--- src/gpt_defines.svh ---
`ifndef GPT_DEFINES_SVH
`define GPT_DEFINES_SVH

// ==========================================================
// register map (word index on the plain register port)
`define GPT_ADDR_W 3
`define GPT_REG_CONTROL 3'h0
`define GPT_REG_PERIOD 3'h1
`define GPT_REG_COUNT 3'h2
`define GPT_REG_STATUS 3'h3
`define GPT_REG_MASK 3'h4
`define GPT_REG_IRQ_CFG 3'h5

// ==========================================================
// control register fields
`define GPT_BIT_RUN 15
`define GPT_BIT_IDLE_HALT 13
`define GPT_BIT_GATE 6
`define GPT_BIT_PS_HI 5
`define GPT_BIT_PS_LO 4
`define GPT_BIT_SYNC 2
`define GPT_BIT_SRC 1
`define GPT_CONTROL_MASK 16'ha076
`define GPT_CONTROL_RESET 16'h0000
`define GPT_PERIOD_RESET 16'hffff

// ==========================================================
// status / mask bits and irq config fields
`define GPT_ST_MATCH 0
`define GPT_ST_GATE_FALL 1
`define GPT_ST_W 2
`define GPT_CFG_EN 3
`define GPT_CFG_PRIO_HI 2
`define GPT_CFG_PRIO_LO 0

// ==========================================================
// prescale codes and their divide terminal counts
`define GPT_PS_1 2'h0
`define GPT_PS_8 2'h1
`define GPT_PS_64 2'h2
`define GPT_PS_256 2'h3
`define GPT_DIV_8_LAST 8'h07
`define GPT_DIV_64_LAST 8'h3f
`define GPT_DIV_256_LAST 8'hff

`endif

--- src/gpt_pkg.sv ---
package gpt_pkg;

   // ==========================================================
   // control register image, bit 15 down to bit 0
   typedef struct packed {
      logic run;
      logic rsv14;
      logic idle_halt;
      logic [5:0] rsv12_7;
      logic gate_accumulate_en;
      logic [1:0] prescale_select;
      logic rsv3;
      logic ext_clock_sync;
      logic clock_source_sel;
      logic rsv0;
   } gpt_control_t;

   // register port request grouped together
   typedef struct packed {
      logic [2:0] addr;
      logic [15:0] wdata;
      logic wr;
      logic rd;
   } gpt_bus_req_t;

   // interrupt request with its priority
   typedef struct packed {
      logic req;
      logic [2:0] priority_level;
   } gpt_irq_t;

endpackage

--- src/gpt_edge_sync.sv ---
`timescale 1ns/1ps
`default_nettype none
`include "gpt_defines.svh"

// two-flop synchroniser plus a third stage for edge detection
module gpt_edge_sync
   import gpt_pkg::*;
(
   input wire logic ref_clk,
   input wire logic reset,
   input wire logic pin,
   output logic level,
   output logic rise,
   output logic fall
);

   typedef struct packed {
      logic meta;
      logic sync;
      logic last;
   } gpt_sync_state_t;

   gpt_sync_state_t state;
   gpt_sync_state_t next_state;

   // ==========================================================
   // shift chain; only sync and last feed any logic
   always_comb begin
      next_state = state;
      next_state.meta = pin;
      next_state.sync = state.meta;
      next_state.last = state.sync;
   end

   always_ff @(posedge ref_clk) begin
      if (reset) begin
         state <= '0;
      end else begin
         state <= next_state;
      end
   end

   assign level = state.sync;
   assign rise = state.sync & ~state.last;
   assign fall = ~state.sync & state.last;

endmodule
`default_nettype wire

--- src/gpt_prescaler.sv ---
`timescale 1ns/1ps
`default_nettype none
`include "gpt_defines.svh"

// divides a tick stream by 1, 8, 64 or 256
module gpt_prescaler
   import gpt_pkg::*;
#(
   parameter int DIV_W = 8
)
(
   input wire logic ref_clk,
   input wire logic reset,
   input wire logic clear,
   input wire logic tick_in,
   input wire logic [1:0] prescale_select,
   output logic tick_out
);

   typedef struct packed {
      logic [DIV_W-1:0] count;
   } gpt_ps_state_t;

   gpt_ps_state_t state;
   gpt_ps_state_t next_state;
   logic [DIV_W-1:0] last;

   // ==========================================================
   // terminal count for the selected ratio
   always_comb begin
      unique case (prescale_select)
         `GPT_PS_1: last = '0;
         `GPT_PS_8: last = DIV_W'(`GPT_DIV_8_LAST);
         `GPT_PS_64: last = DIV_W'(`GPT_DIV_64_LAST);
         `GPT_PS_256: last = DIV_W'(`GPT_DIV_256_LAST);
      endcase
   end

   // output tick is combinational so ratio 1 adds no latency
   assign tick_out = tick_in & (state.count >= last) & ~clear;

   always_comb begin
      next_state = state;
      if (clear) begin
         next_state.count = '0;
      end else if (tick_in) begin
         if (state.count >= last) begin
            next_state.count = '0;
         end else begin
            next_state.count = state.count + DIV_W'(1);
         end
      end
   end

   always_ff @(posedge ref_clk) begin
      if (reset) begin
         state <= '0;
      end else begin
         state <= next_state;
      end
   end

endmodule
`default_nettype wire

--- src/gpt_timer.sv ---
// The address-and-strobe port and the register addresses are this design's own decisions.
`timescale 1ns/1ps
`default_nettype none
`include "gpt_defines.svh"

// What this block does
// 16-bit timer: internal clock, synced or raw external edges.
// interrupt on period match, or on gate falling edge in gated mode.
// control bit 15 runs the timer when one, stops it when zero.
// idle-halt bit one freezes the timer while the system idles.
// gate enable ignored when the external clock is selected.
// internal clock with gate enable counts only while the gate allows.
// prescale codes 11, 10, 01, 00 divide by 256, 64, 8, 1.
// sync bit chooses synchronised external clock; ignored on internal clock.
// source bit one counts pin rising edges; zero counts half-rate clock.
// control bits 14, 12-7, 3 and 0 ignore writes, read zero.
// writing control while running resets the prescale counter.
// software sets control and period before relying on match interrupts.
// serves as real-time clock base or free-running timer or counter.
// keeps running in idle and sleep unless idle-halt is set.
// interrupt forwarded only when enabled; carries a three-bit priority.
// count steps per tick; at period it wraps to zero and flags; the match flag is set one tick after the wrap.
// gated mode counts prescaled internal ticks only while gate is high.
// reset clears control: stopped, internal clock, no prescale, gate, sync.
module gpt_timer
   import gpt_pkg::*;
(
   input wire logic ref_clk,
   input wire logic reset,
   input wire logic [2:0] reg_addr,
   input wire logic [15:0] reg_wdata,
   input wire logic reg_wr,
   input wire logic reg_rd,
   output logic [15:0] reg_rdata,
   input wire logic ext_count_pin,
   input wire logic system_idle,
   output logic timer_irq,
   output logic [2:0] timer_irq_priority,
   output logic rtc_tick
);

   // ==========================================================
   // state
   typedef struct packed {
      gpt_control_t control;
      logic [15:0] period_value;
      logic [15:0] count;
      logic [`GPT_ST_W-1:0] status;
      logic [`GPT_ST_W-1:0] mask;
      logic timer_irq_enable;
      logic [2:0] timer_irq_priority;
      logic half_phase;
      logic raw_last;
      logic match_pending;
      logic [15:0] rdata;
      logic irq;
      logic rtc_tick;
   } gpt_state_t;

   gpt_state_t state;
   gpt_state_t next_state;
   gpt_bus_req_t req;

   logic pin_level;
   logic pin_rise;
   logic pin_fall;
   logic ps_clear;
   logic ps_tick_in;
   logic ps_tick;
   logic running;
   logic gated;
   logic raw_rise;
   logic ctrl_wr;
   logic [15:0] ctrl_image;
   logic [`GPT_ST_W-1:0] events;

   assign req = '{addr: reg_addr, wdata: reg_wdata, wr: reg_wr,
                  rd: reg_rd};

   // ==========================================================
   // external pin conditioning
   gpt_edge_sync u_sync (
      .ref_clk(ref_clk),
      .reset(reset),
      .pin(ext_count_pin),
      .level(pin_level),
      .rise(pin_rise),
      .fall(pin_fall)
   );

   // unsynchronised mode: edge seen straight off the pin, one flop
   // of history only; saves two cycles of latency at metastability risk
   assign raw_rise = ext_count_pin & ~state.raw_last;

   // ==========================================================
   // tick source selection
   assign ctrl_wr = req.wr && (req.addr == `GPT_REG_CONTROL);
   // idle freezes the timer only with idle-halt set; sleep has no effect
   assign running = state.control.run &
                    ~(state.control.idle_halt & system_idle);
   // gate enable only honoured on the internal clock
   assign gated = state.control.gate_accumulate_en &
                  ~state.control.clock_source_sel;

   always_comb begin
      if (state.control.clock_source_sel) begin
         ps_tick_in = state.control.ext_clock_sync ? pin_rise
                                                   : raw_rise;
      end else if (gated) begin
         ps_tick_in = state.half_phase & pin_level;
      end else begin
         ps_tick_in = state.half_phase;
      end
      ps_tick_in = ps_tick_in & running;
   end

   // any control write while running clears the prescale counter
   assign ps_clear = ctrl_wr & state.control.run;

   gpt_prescaler #(
      .DIV_W(8)
   ) u_ps (
      .ref_clk(ref_clk),
      .reset(reset),
      .clear(ps_clear),
      .tick_in(ps_tick_in),
      .prescale_select(state.control.prescale_select),
      .tick_out(ps_tick)
   );

   // ==========================================================
   // interrupt sources
   always_comb begin
      events = '0;
      // match fires on the tick after count equalled period
      events[`GPT_ST_MATCH] = ps_tick & state.match_pending &
                              ~gated;
      // gated mode flags on gate falling edge instead of a match
      events[`GPT_ST_GATE_FALL] = gated & running & pin_fall;
   end

   assign ctrl_image = req.wdata & `GPT_CONTROL_MASK;

   // ==========================================================
   // next state
   always_comb begin
      next_state = state;
      next_state.half_phase = ~state.half_phase;
      next_state.raw_last = ext_count_pin;
      next_state.rtc_tick = 1'b0;
      // count update
      if (ps_tick) begin
         if (state.count == state.period_value) begin
            next_state.count = '0;
            next_state.match_pending = 1'b1;
         end else begin
            next_state.count = state.count + 16'h0001;
            next_state.match_pending = 1'b0;
         end
         // wrap pulse serves as a real-time clock time base
         next_state.rtc_tick = state.match_pending;
      end
      // register writes
      if (req.wr) begin
         unique case (req.addr)
            `GPT_REG_CONTROL: next_state.control = ctrl_image;
            `GPT_REG_PERIOD: next_state.period_value = req.wdata;
            `GPT_REG_COUNT: begin
               next_state.count = req.wdata;
               next_state.match_pending = 1'b0;
            end
            `GPT_REG_STATUS: next_state.status =
               state.status & ~req.wdata[`GPT_ST_W-1:0];
            `GPT_REG_MASK: next_state.mask = req.wdata[`GPT_ST_W-1:0];
            `GPT_REG_IRQ_CFG: begin
               next_state.timer_irq_enable = req.wdata[`GPT_CFG_EN];
               next_state.timer_irq_priority =
                  req.wdata[`GPT_CFG_PRIO_HI:`GPT_CFG_PRIO_LO];
            end
            default: ;
         endcase
      end
      // a new event wins over a same-cycle write-one clear
      next_state.status = next_state.status | events;
      // reads answer one cycle later; unmapped reads return zero
      next_state.rdata = '0;
      if (req.rd) begin
         unique case (req.addr)
            `GPT_REG_CONTROL: next_state.rdata = state.control;
            `GPT_REG_PERIOD: next_state.rdata = state.period_value;
            `GPT_REG_COUNT: next_state.rdata = state.count;
            `GPT_REG_STATUS: next_state.rdata = 16'(state.status);
            `GPT_REG_MASK: next_state.rdata = 16'(state.mask);
            `GPT_REG_IRQ_CFG: next_state.rdata =
               {12'h000, state.timer_irq_enable, state.timer_irq_priority};
            default: next_state.rdata = '0;
         endcase
      end
      // level irq from the next-cycle status and mask, gated by enable
      next_state.irq = state.timer_irq_enable &
                       (|(next_state.status & next_state.mask));
   end

   // ==========================================================
   // registers
   always_ff @(posedge ref_clk) begin
      if (reset) begin
         state <= '0;
         state.control <= `GPT_CONTROL_RESET;
         state.period_value <= `GPT_PERIOD_RESET;
      end else begin
         state <= next_state;
      end
   end

   assign reg_rdata = state.rdata;
   assign timer_irq = state.irq;
   assign timer_irq_priority = state.timer_irq_priority;
   assign rtc_tick = state.rtc_tick;

endmodule
`default_nettype wire

--- config.mk ---
export PLATFORM = sky130hd
export DESIGN_NAME = gpt_timer
export DESIGN_NICKNAME = d
export VERILOG_FILES = /design/src/gpt_pkg.sv /design/src/gpt_edge_sync.sv /design/src/gpt_prescaler.sv /design/src/gpt_timer.sv
export VERILOG_INCLUDE_DIRS = /design/src
export SDC_FILE = /design/constraint.sdc
export NUM_CORES = 1
export LEC_CHECK = 0
export BUFFER_PORTS_ARGS = -buffer_cell sky130_fd_sc_hd__buf_2
export CAP_MARGIN = 20
export CORE_MARGIN = 2
export CORE_UTILIZATION = 53
export CTS_CLUSTER_DIAMETER = 60
export DETAILED_ROUTE_END_ITERATION = 8
export PLACE_DENSITY = 0.76
export SKIP_LAST_GASP = 1
export SYNTH_ARGS = -nofsm -noshare
export SYNTH_HDL_FRONTEND = slang
export SYNTH_SLANG_ARGS = --single-unit
--- constraint.sdc ---
create_clock -name ref_clk -period 2.18 [get_ports ref_clk]
set_input_delay 0.218 -clock ref_clk [delete_from_list [all_inputs] [get_ports ref_clk]]
set_output_delay 0.218 -clock ref_clk [all_outputs]
set_load 0.1 [all_outputs]
==> results by group, run 1 <==
Outcome
  • Status: complete, but fails checks
  • Failing checks: setup timing

Cells and area
  • Commonest non-fill, non-tap cell in the layout: dfxtp_1
  • Final Cell Area: 0.004808 mm^2
  • Layout fillers: 621
  • Ratio of cells with drive above 1 in the final layout: 0.2550
  • Most frequent cells in the layout: dfxtp_1 (76), nand2_1 (66), nor2_1 (61), buf_4 (49), buf_2 (45)
  • Final Net Count: 577
  • Diodes inserted: 0
  • P&R area growth vs syn: 20.02%

Timing
  • Final worst slack: -8.596 ps
  • Final number of hold-violating endpoints: 0
  • Max_slew headroom: 0.6352
  • Max-slew violation count: 0
  • Setup Viol. Count Final: 1
  • RSZ-0062 raised after global routing: true
  • Clk_skew: just over 9 ps
  • Ratio of final minimum period to clock period: 1.004
  • Final min period: ~2200 ps
  • Fmax achieved: 456.9 MHz
  • Hold_ws: 77.76 ps
  • Least-Margin Pin Slew: 547.3 ps

Clock tree
  • Clk pin slew, worst setup/hold paths: approximately 80 ps
  • TritonCTS clock tree: done
  • Clock Latency Late Sink: 360 ps
  • CTS H-Tree Depth: 3
  • Maximum root-to-sink buffer count: 2
  • Sink Count: 78
  • Root buffer cell: clkbuf_8
  • Total CTS buffers: 9

Worst setup path
  • CP Class: reg -> reg
  • Crit start category: flop
  • Reg2Reg Depth: 10
  • Arrival time at the worst endpoint: 2440 ps
  • Data required, critical path: 2430 ps
  • Worst Setup End Kind: flop
  • Crit path max fanout: 7

Global routing
  • Gr usage total: 0.2723
  • First-pass GRT wire length: 18.00 mm
  • Total global routing overflow: 0
  • Initial antenna violation count: 0
  • Maximum number of pins on one net before global-route repair: 27
  • Vias in the first global route: 3,633

Synth
  • Synth Cell Area: 0.004006 mm^2
  • Syn Nets: 512
  • Dominant synthesized flop cell: dfxtp_1
  • Mapped Avg Cell Area: 8.364 um^2
  • Instance count of the mapped netlist: around 480
  • Synth top area cells: dfxtp_1 (39%), nand2_1 (6.3%), nor2_1 (5.8%)
  • Syn. warnings: 0
  • Area leader, netlist: dfxtp_1
  • Seq/Total Area, Yosys: 0.3898
  • Ys async rst share: 0
  • Seq cells post-synth: 78
  • Synth top area share: 0.3898
  • Yosys cell types: 55
  • Post-synth EDFFs: 0

Detailed routing
  • DR vias: 3,763
  • Iteration-0 DRC Markers: 426
  • Detail Route Antenna Nets: 0
  • Detailed Routing Iterations Pass 1: 5
  • Drt via density: ~5.8
  • Routed len/inst: 16.76 um
  • Post-route DRC: 0
  • Routed WL: 10.86 mm

Die
  • FP Rows: 31
  • Core Region: 0.007292 mm^2
  • Top-level I/O count: 46
  • Die W: just over 90 um
  • Die Area: 0.008271 mm^2
  • Chip height: 90.95 um
  • Initial core utilization: 0.5494

Run
  • Max-Cap Viols: 0

Placed design
  • Final RePlAce weighted congestion: 0.9459
  • DP Area: roughly 0.0044 mm^2
  • DPL Wire Length: 8.023 mm
  • I/O Buffers: 45

Worst hold path
  • Hold Crit Depth: 3
  • Hold WC Path Type: in -> reg

Power
  • Maximum VDD drop: 0.3223 mV
  • Total power: 2.953 mW
  • PD cells: 614.2 mW/mm^2
  • LEAKAGE: 2.000 nW
-- power breakdown --
part	switching (mW)	leakage, nW	internal [mW]
logic	0.224	1.27	0.137
registers	0.0276	0.635	1.46
clock network	0.570	0.0931	0.537
total	0.821	2.00	2.13
-- state kept, by name (all words and copies together), names as in the netlist --
name                flops
timer_irq_priority      3
state                  47
rtc_tick                1
timer_irq               1
reg_rdata              16
u_sync.level            1
u_sync.state            1
u_ps.state              8
-- through the flow --
| step | TNS, ps | setup WS (ps) | utilization | std cells |
|---|---|---|---|---|
| floorplan | 0 | 125.6 | - | 479 |
| global placement | 0 | 19.54 | 0.6100 | 625 |
| detailed placement | -433.2 | -62.90 | 0.6100 | 625 |
| CTS | -28.33 | -18.74 | 0.6491 | 644 |
| global route | -1388 | -153.3 | 0.6594 | 648 |
| finish | -8.596 | -8.596 | 0.6594 | 648 |
-- per-layer routing --
layer	part of all wire	GRT usage	wire, um	vias up
li1	-	-	-	1797
met1	0.44	0.3708	4737	1752
met2	0.47	0.4309	5074	185
met3	0.076	0.06307	826	29
met4	0.020	0.08207	222	0
met5	0	0	0	-
-- cells by family after synthesis --
group,after synthesis,share of synthesized area
AND/OR/NAND/NOR,219,0.2720
adder cells (fa/ha/maj),8,0.02499
buffers and inverters,49,0.07089
multiplexers,19,0.05153
XOR/XNOR,24,0.05247
AO/OA/AOI/OAI,82,0.1384
flip-flops,78,0.3898
-- worst paths after layout --
| kind | start | to | slack, ps |
|---|---|---|---|
| setup reg to reg | state[66] | state[38] | -9 |
| setup / recovery | state[66] | state[38] | -9 |
| hold reg to reg | state[20] | state[20] | 440 |
| hold / removal | reg_wdata[8] | state[37] | 80 |
-- layout make-up --
type,count,area (um^2),area share
Tap cell,99,123.9,0.02576
Clock inverter,6,71.32,0.01483
Sequential cell,78,1569,0.3263
Inverter,5,18.77,0.003903
Clock buffer,10,127.6,0.02654
Timing Repair Buffer,98,646.9,0.1345
Multi-Input combinational cell,352,2251,0.4681
-- worst max-delay path, stage by stage (launching register included) --
cell	delay, ps
dfxtp_4	390
nand2_4	80
ha_4	270
nand4_1	120
buf_4	150
o211ai_1	220
buf_4	180
o21ai_4	90
buf_6	140
o211a_1	190
a221o_1	250
-- cells in the mapped netlist, drive strengths merged (3+ instances only) --
| cell type | count |
|---|---|
| a211oi | 5 |
| ha | 8 |
| a22oi | 9 |
| and3 | 8 |
| dfxtp | 78 |
| and2 | 7 |
| nor3 | 9 |
| o31a | 5 |
| a31oi | 7 |
| clkbuf | 16 |
| xor2 | 5 |
| xnor2 | 19 |
| nor2b | 7 |
| nor2 | 62 |
| mux2 | 3 |
| mux2i | 15 |
| nand2b | 5 |
| inv | 5 |
| o211ai | 4 |
| nand4 | 11 |
| a21oi | 20 |
| o21ai | 14 |
| a311oi | 3 |
| nand3 | 12 |
| nand2 | 67 |
| nand3b | 18 |
| or2 | 3 |
| buf | 28 |
-- what timing repair did --
action,CTS,global route
buffers inserted,3,4
endpoints found under the setup margin,19,21
resized for setup,14,9
pin swaps,4,18
hold buffers,0,0
(Power assumes the default switching activity.)
==> run 2, diff against run 1 <==
CORE_UTILIZATION = 40   (was 53)
PLACE_DENSITY = 0.6   (was 0.76)
SETUP_SLACK_MARGIN = 0.15   (was default)
clock period = 1.93 ns   (was 2.18 ns; I/O delays follow)
==> run 2 against run 1 <==
The flow still finishes with violations (setup timing). Die area grew 31%. Critical path depth is the same. Flip-flop and latch count did not move. Combinational power up 25%. Non-clock buffer count grew 31. Total power rose by 14%. Worst setup slack worse by 220 ps. Critical endpoint is now state[29]. Cell area rose by 7.2%. Hold slack got worse by 21 ps. Core utilization shrank 13 points.
==> results by group, run 2 (synthesis gave the netlist of run 1 again) <==
Outcome
  • Status: complete, but fails checks
  • Failing checks: setup timing

Detailed routing
  • DR vias: 3,783
  • Detailed Routing Iterations Pass 1: 5
  • Routed WL: approximately 11 mm
  • Iteration-0 DRC Markers: approximately 350
  • Detail Route Antenna Nets: 0
  • Drt via density: 5.298
  • Routed len/inst: between 15 and 20 um
  • Post-route DRC: 0

Worst setup path
  • Data required, critical path: roughly 2200 ps
  • Arrival time at the worst endpoint: 2430 ps
  • Crit path cell chain: nor2_2 > ha_4 > or2_4 > a21oi_4 > nor3_4 > buf_12 > o21ai_4 > buf_6 > a21oi_1 > a211oi_2
  • Reg2Reg Depth: 10
  • CP max stage cell: dfxtp_4
  • Crit path max fanout: 6
  • Crit-path max cell delay: 370 ps
  • CP Class: reg -> reg
  • Crit start category: flop
  • Worst Setup End Kind: flop

Worst hold path
  • Hold Crit Depth: 3
  • Hold WC Path Type: in -> reg

Cells and area
  • Top reg by flops: state
  • Commonest non-fill, non-tap cell in the layout: buf_4
  • Post-layout util: 0.5300
  • Ratio of cells with drive above 1 in the final layout: 0.3064
  • Layout fillers: between 900 and 1,000
  • Most frequent cells in the layout: buf_4 (79), dfxtp_1 (76), nand2_1 (65), nor2_1 (61), buf_2 (45)
  • Diodes inserted: 0
  • Final Net Count: just over 600
  • P&R area growth vs syn: 28.70%
  • Max reg flops: 47

Placed design
  • I/O Buffers: 45
  • Dpl ws: -320.1 ps
  • Final RePlAce weighted congestion: 0.9398
  • DPL Wire Length: 8.510 mm

Global routing
  • Vias in the first global route: 3,642
  • Gr usage total: 0.2169
  • First-pass GRT wire length: 18.57 mm
  • Maximum number of pins on one net before global-route repair: 26
  • Initial antenna violation count: 0
  • Total global routing overflow: 0

Clock tree
  • Post-CTS Hold Buffers: 0
  • Sink Count: between 70 and 80
  • TritonCTS clock tree: done
  • Clk pin slew, worst setup/hold paths: 80 ps
  • Total CTS buffers: 9
  • Root buffer cell: clkbuf_8
  • CTS H-Tree Depth: 3
  • Clock Latency Late Sink: 360 ps
  • Maximum root-to-sink buffer count: 2

Die
  • Die Area: 0.01083 mm^2
  • Top-level I/O count: 46
  • FP Rows: 36
  • Core Region: 0.009729 mm^2
  • Chip height: 104.1 um
  • Initial core utilization: 0.4118
  • Die W: 104.1 um

Timing
  • Max-slew violation count: 0
  • Least-Margin Pin Slew: roughly 490 ps
  • RSZ-0062 raised after global routing: true
  • Clk_skew: 6.897 ps
  • Max_slew headroom: 0.6762
  • Hold_ws: approximately 56 ps
  • Fmax achieved: 463.7 MHz
  • Final worst slack: -226.4 ps
  • Final min period: 2156 ps
  • Final number of hold-violating endpoints: 0
  • Ratio of final minimum period to clock period: 1.117
  • Setup Viol. Count Final: 23

Power
  • LEAKAGE: 2.177 nW
  • Total power: 3.370 mW
  • Net Sw Frac: 0.2702
  • Cell-internal power: 2.460 mW
  • Logic pwr share: 0.134
  • PD cells: 653.6 mW/mm^2
  • Maximum VDD drop: around 0.29 mV
  • Clk pwr share: 0.370
  • P_sw: 910.7 uW
  • Sequential share of power: 0.496

Run
  • Max-Cap Viols: 0
## run 2: cell count changes in the layout (fill, tap and decap cells not counted), sizes merged
cell / before / now
clkbuf: 10 / 12
o21ai: 14 / 15
inv: 6 / 5
buf: 98 / 129
clkinvlp: 2 / 1
## run 2: through the flow
step / std cells / area (um^2) / TNS (ps)
after floorplan: 479 / 4068 / -125.0
after global placement: 689 / 4771 / -2860
after detailed placement: 689 / 4771 / -4395
after CTS: 711 / 5111 / -2896
after global routing: 714 / 5156 / -5256
final: 714 / 5156 / -2637
## run 2: area by class of cell
cell class	instances	area (um^2)	share of cell area
inverters	5	18.77	0.003640
flip-flops and latches	78	1569	0.3043
clock inverters	4	47.55	0.009221
multi-input cells	353	2326	0.4511
well taps	133	166.4	0.03227
clock buffers	12	145.1	0.02815
repair buffers	129	883.3	0.1713
## run 2: worst paths after layout
| kind | endpoint | from | slack, ps |
|---|---|---|---|
| worst max-delay path | state[29] | state[65] | -230 |
| worst min register to register | state[20] | state[20] | 430 |
| worst min-delay path | state[37] | reg_wdata[8] | 60 |
| worst max register to register | state[29] | state[65] | -230 |
## run 2: per-layer routing
layer / up-vias / routed length, um / track usage
met5: - / 0 / 0
met4: 0 / 274 / 0.08977
met3: 21 / 453 / 0.03008
met2: 103 / 5439 / 0.3642
met1: 1809 / 5257 / 0.2798
li1: 1850 / - / -
## run 2: timing repair
action,CTS,global route
hold endpoints to repair,0,0
setup buffers,5,3
endpoints found under the setup margin,28,28
resized for setup,19,5
pin swaps,17,10
cloned,1,0
## run 2: power groups by stage
stage,clock network (mW),logic (mW),registers [mW]
after global placement,0,0.409,1.71
after CTS,1.27,0.440,1.67
after detailed placement,0,0.413,1.71
final,1.25,0.453,1.67
after global routing,1.34,0.485,1.68
after floorplan,0,0.261,1.71
## run 2: worst max-delay path: cells and delay by family (launching register included)
| family | cells | cell delay, ps |
|---|---|---|
| flops | 1 | 370 |
| compound gates | 4 | 710 |
| buf+inv | 2 | 280 |
| simple gates | 3 | 480 |
| fa+ha+maj | 1 | 230 |
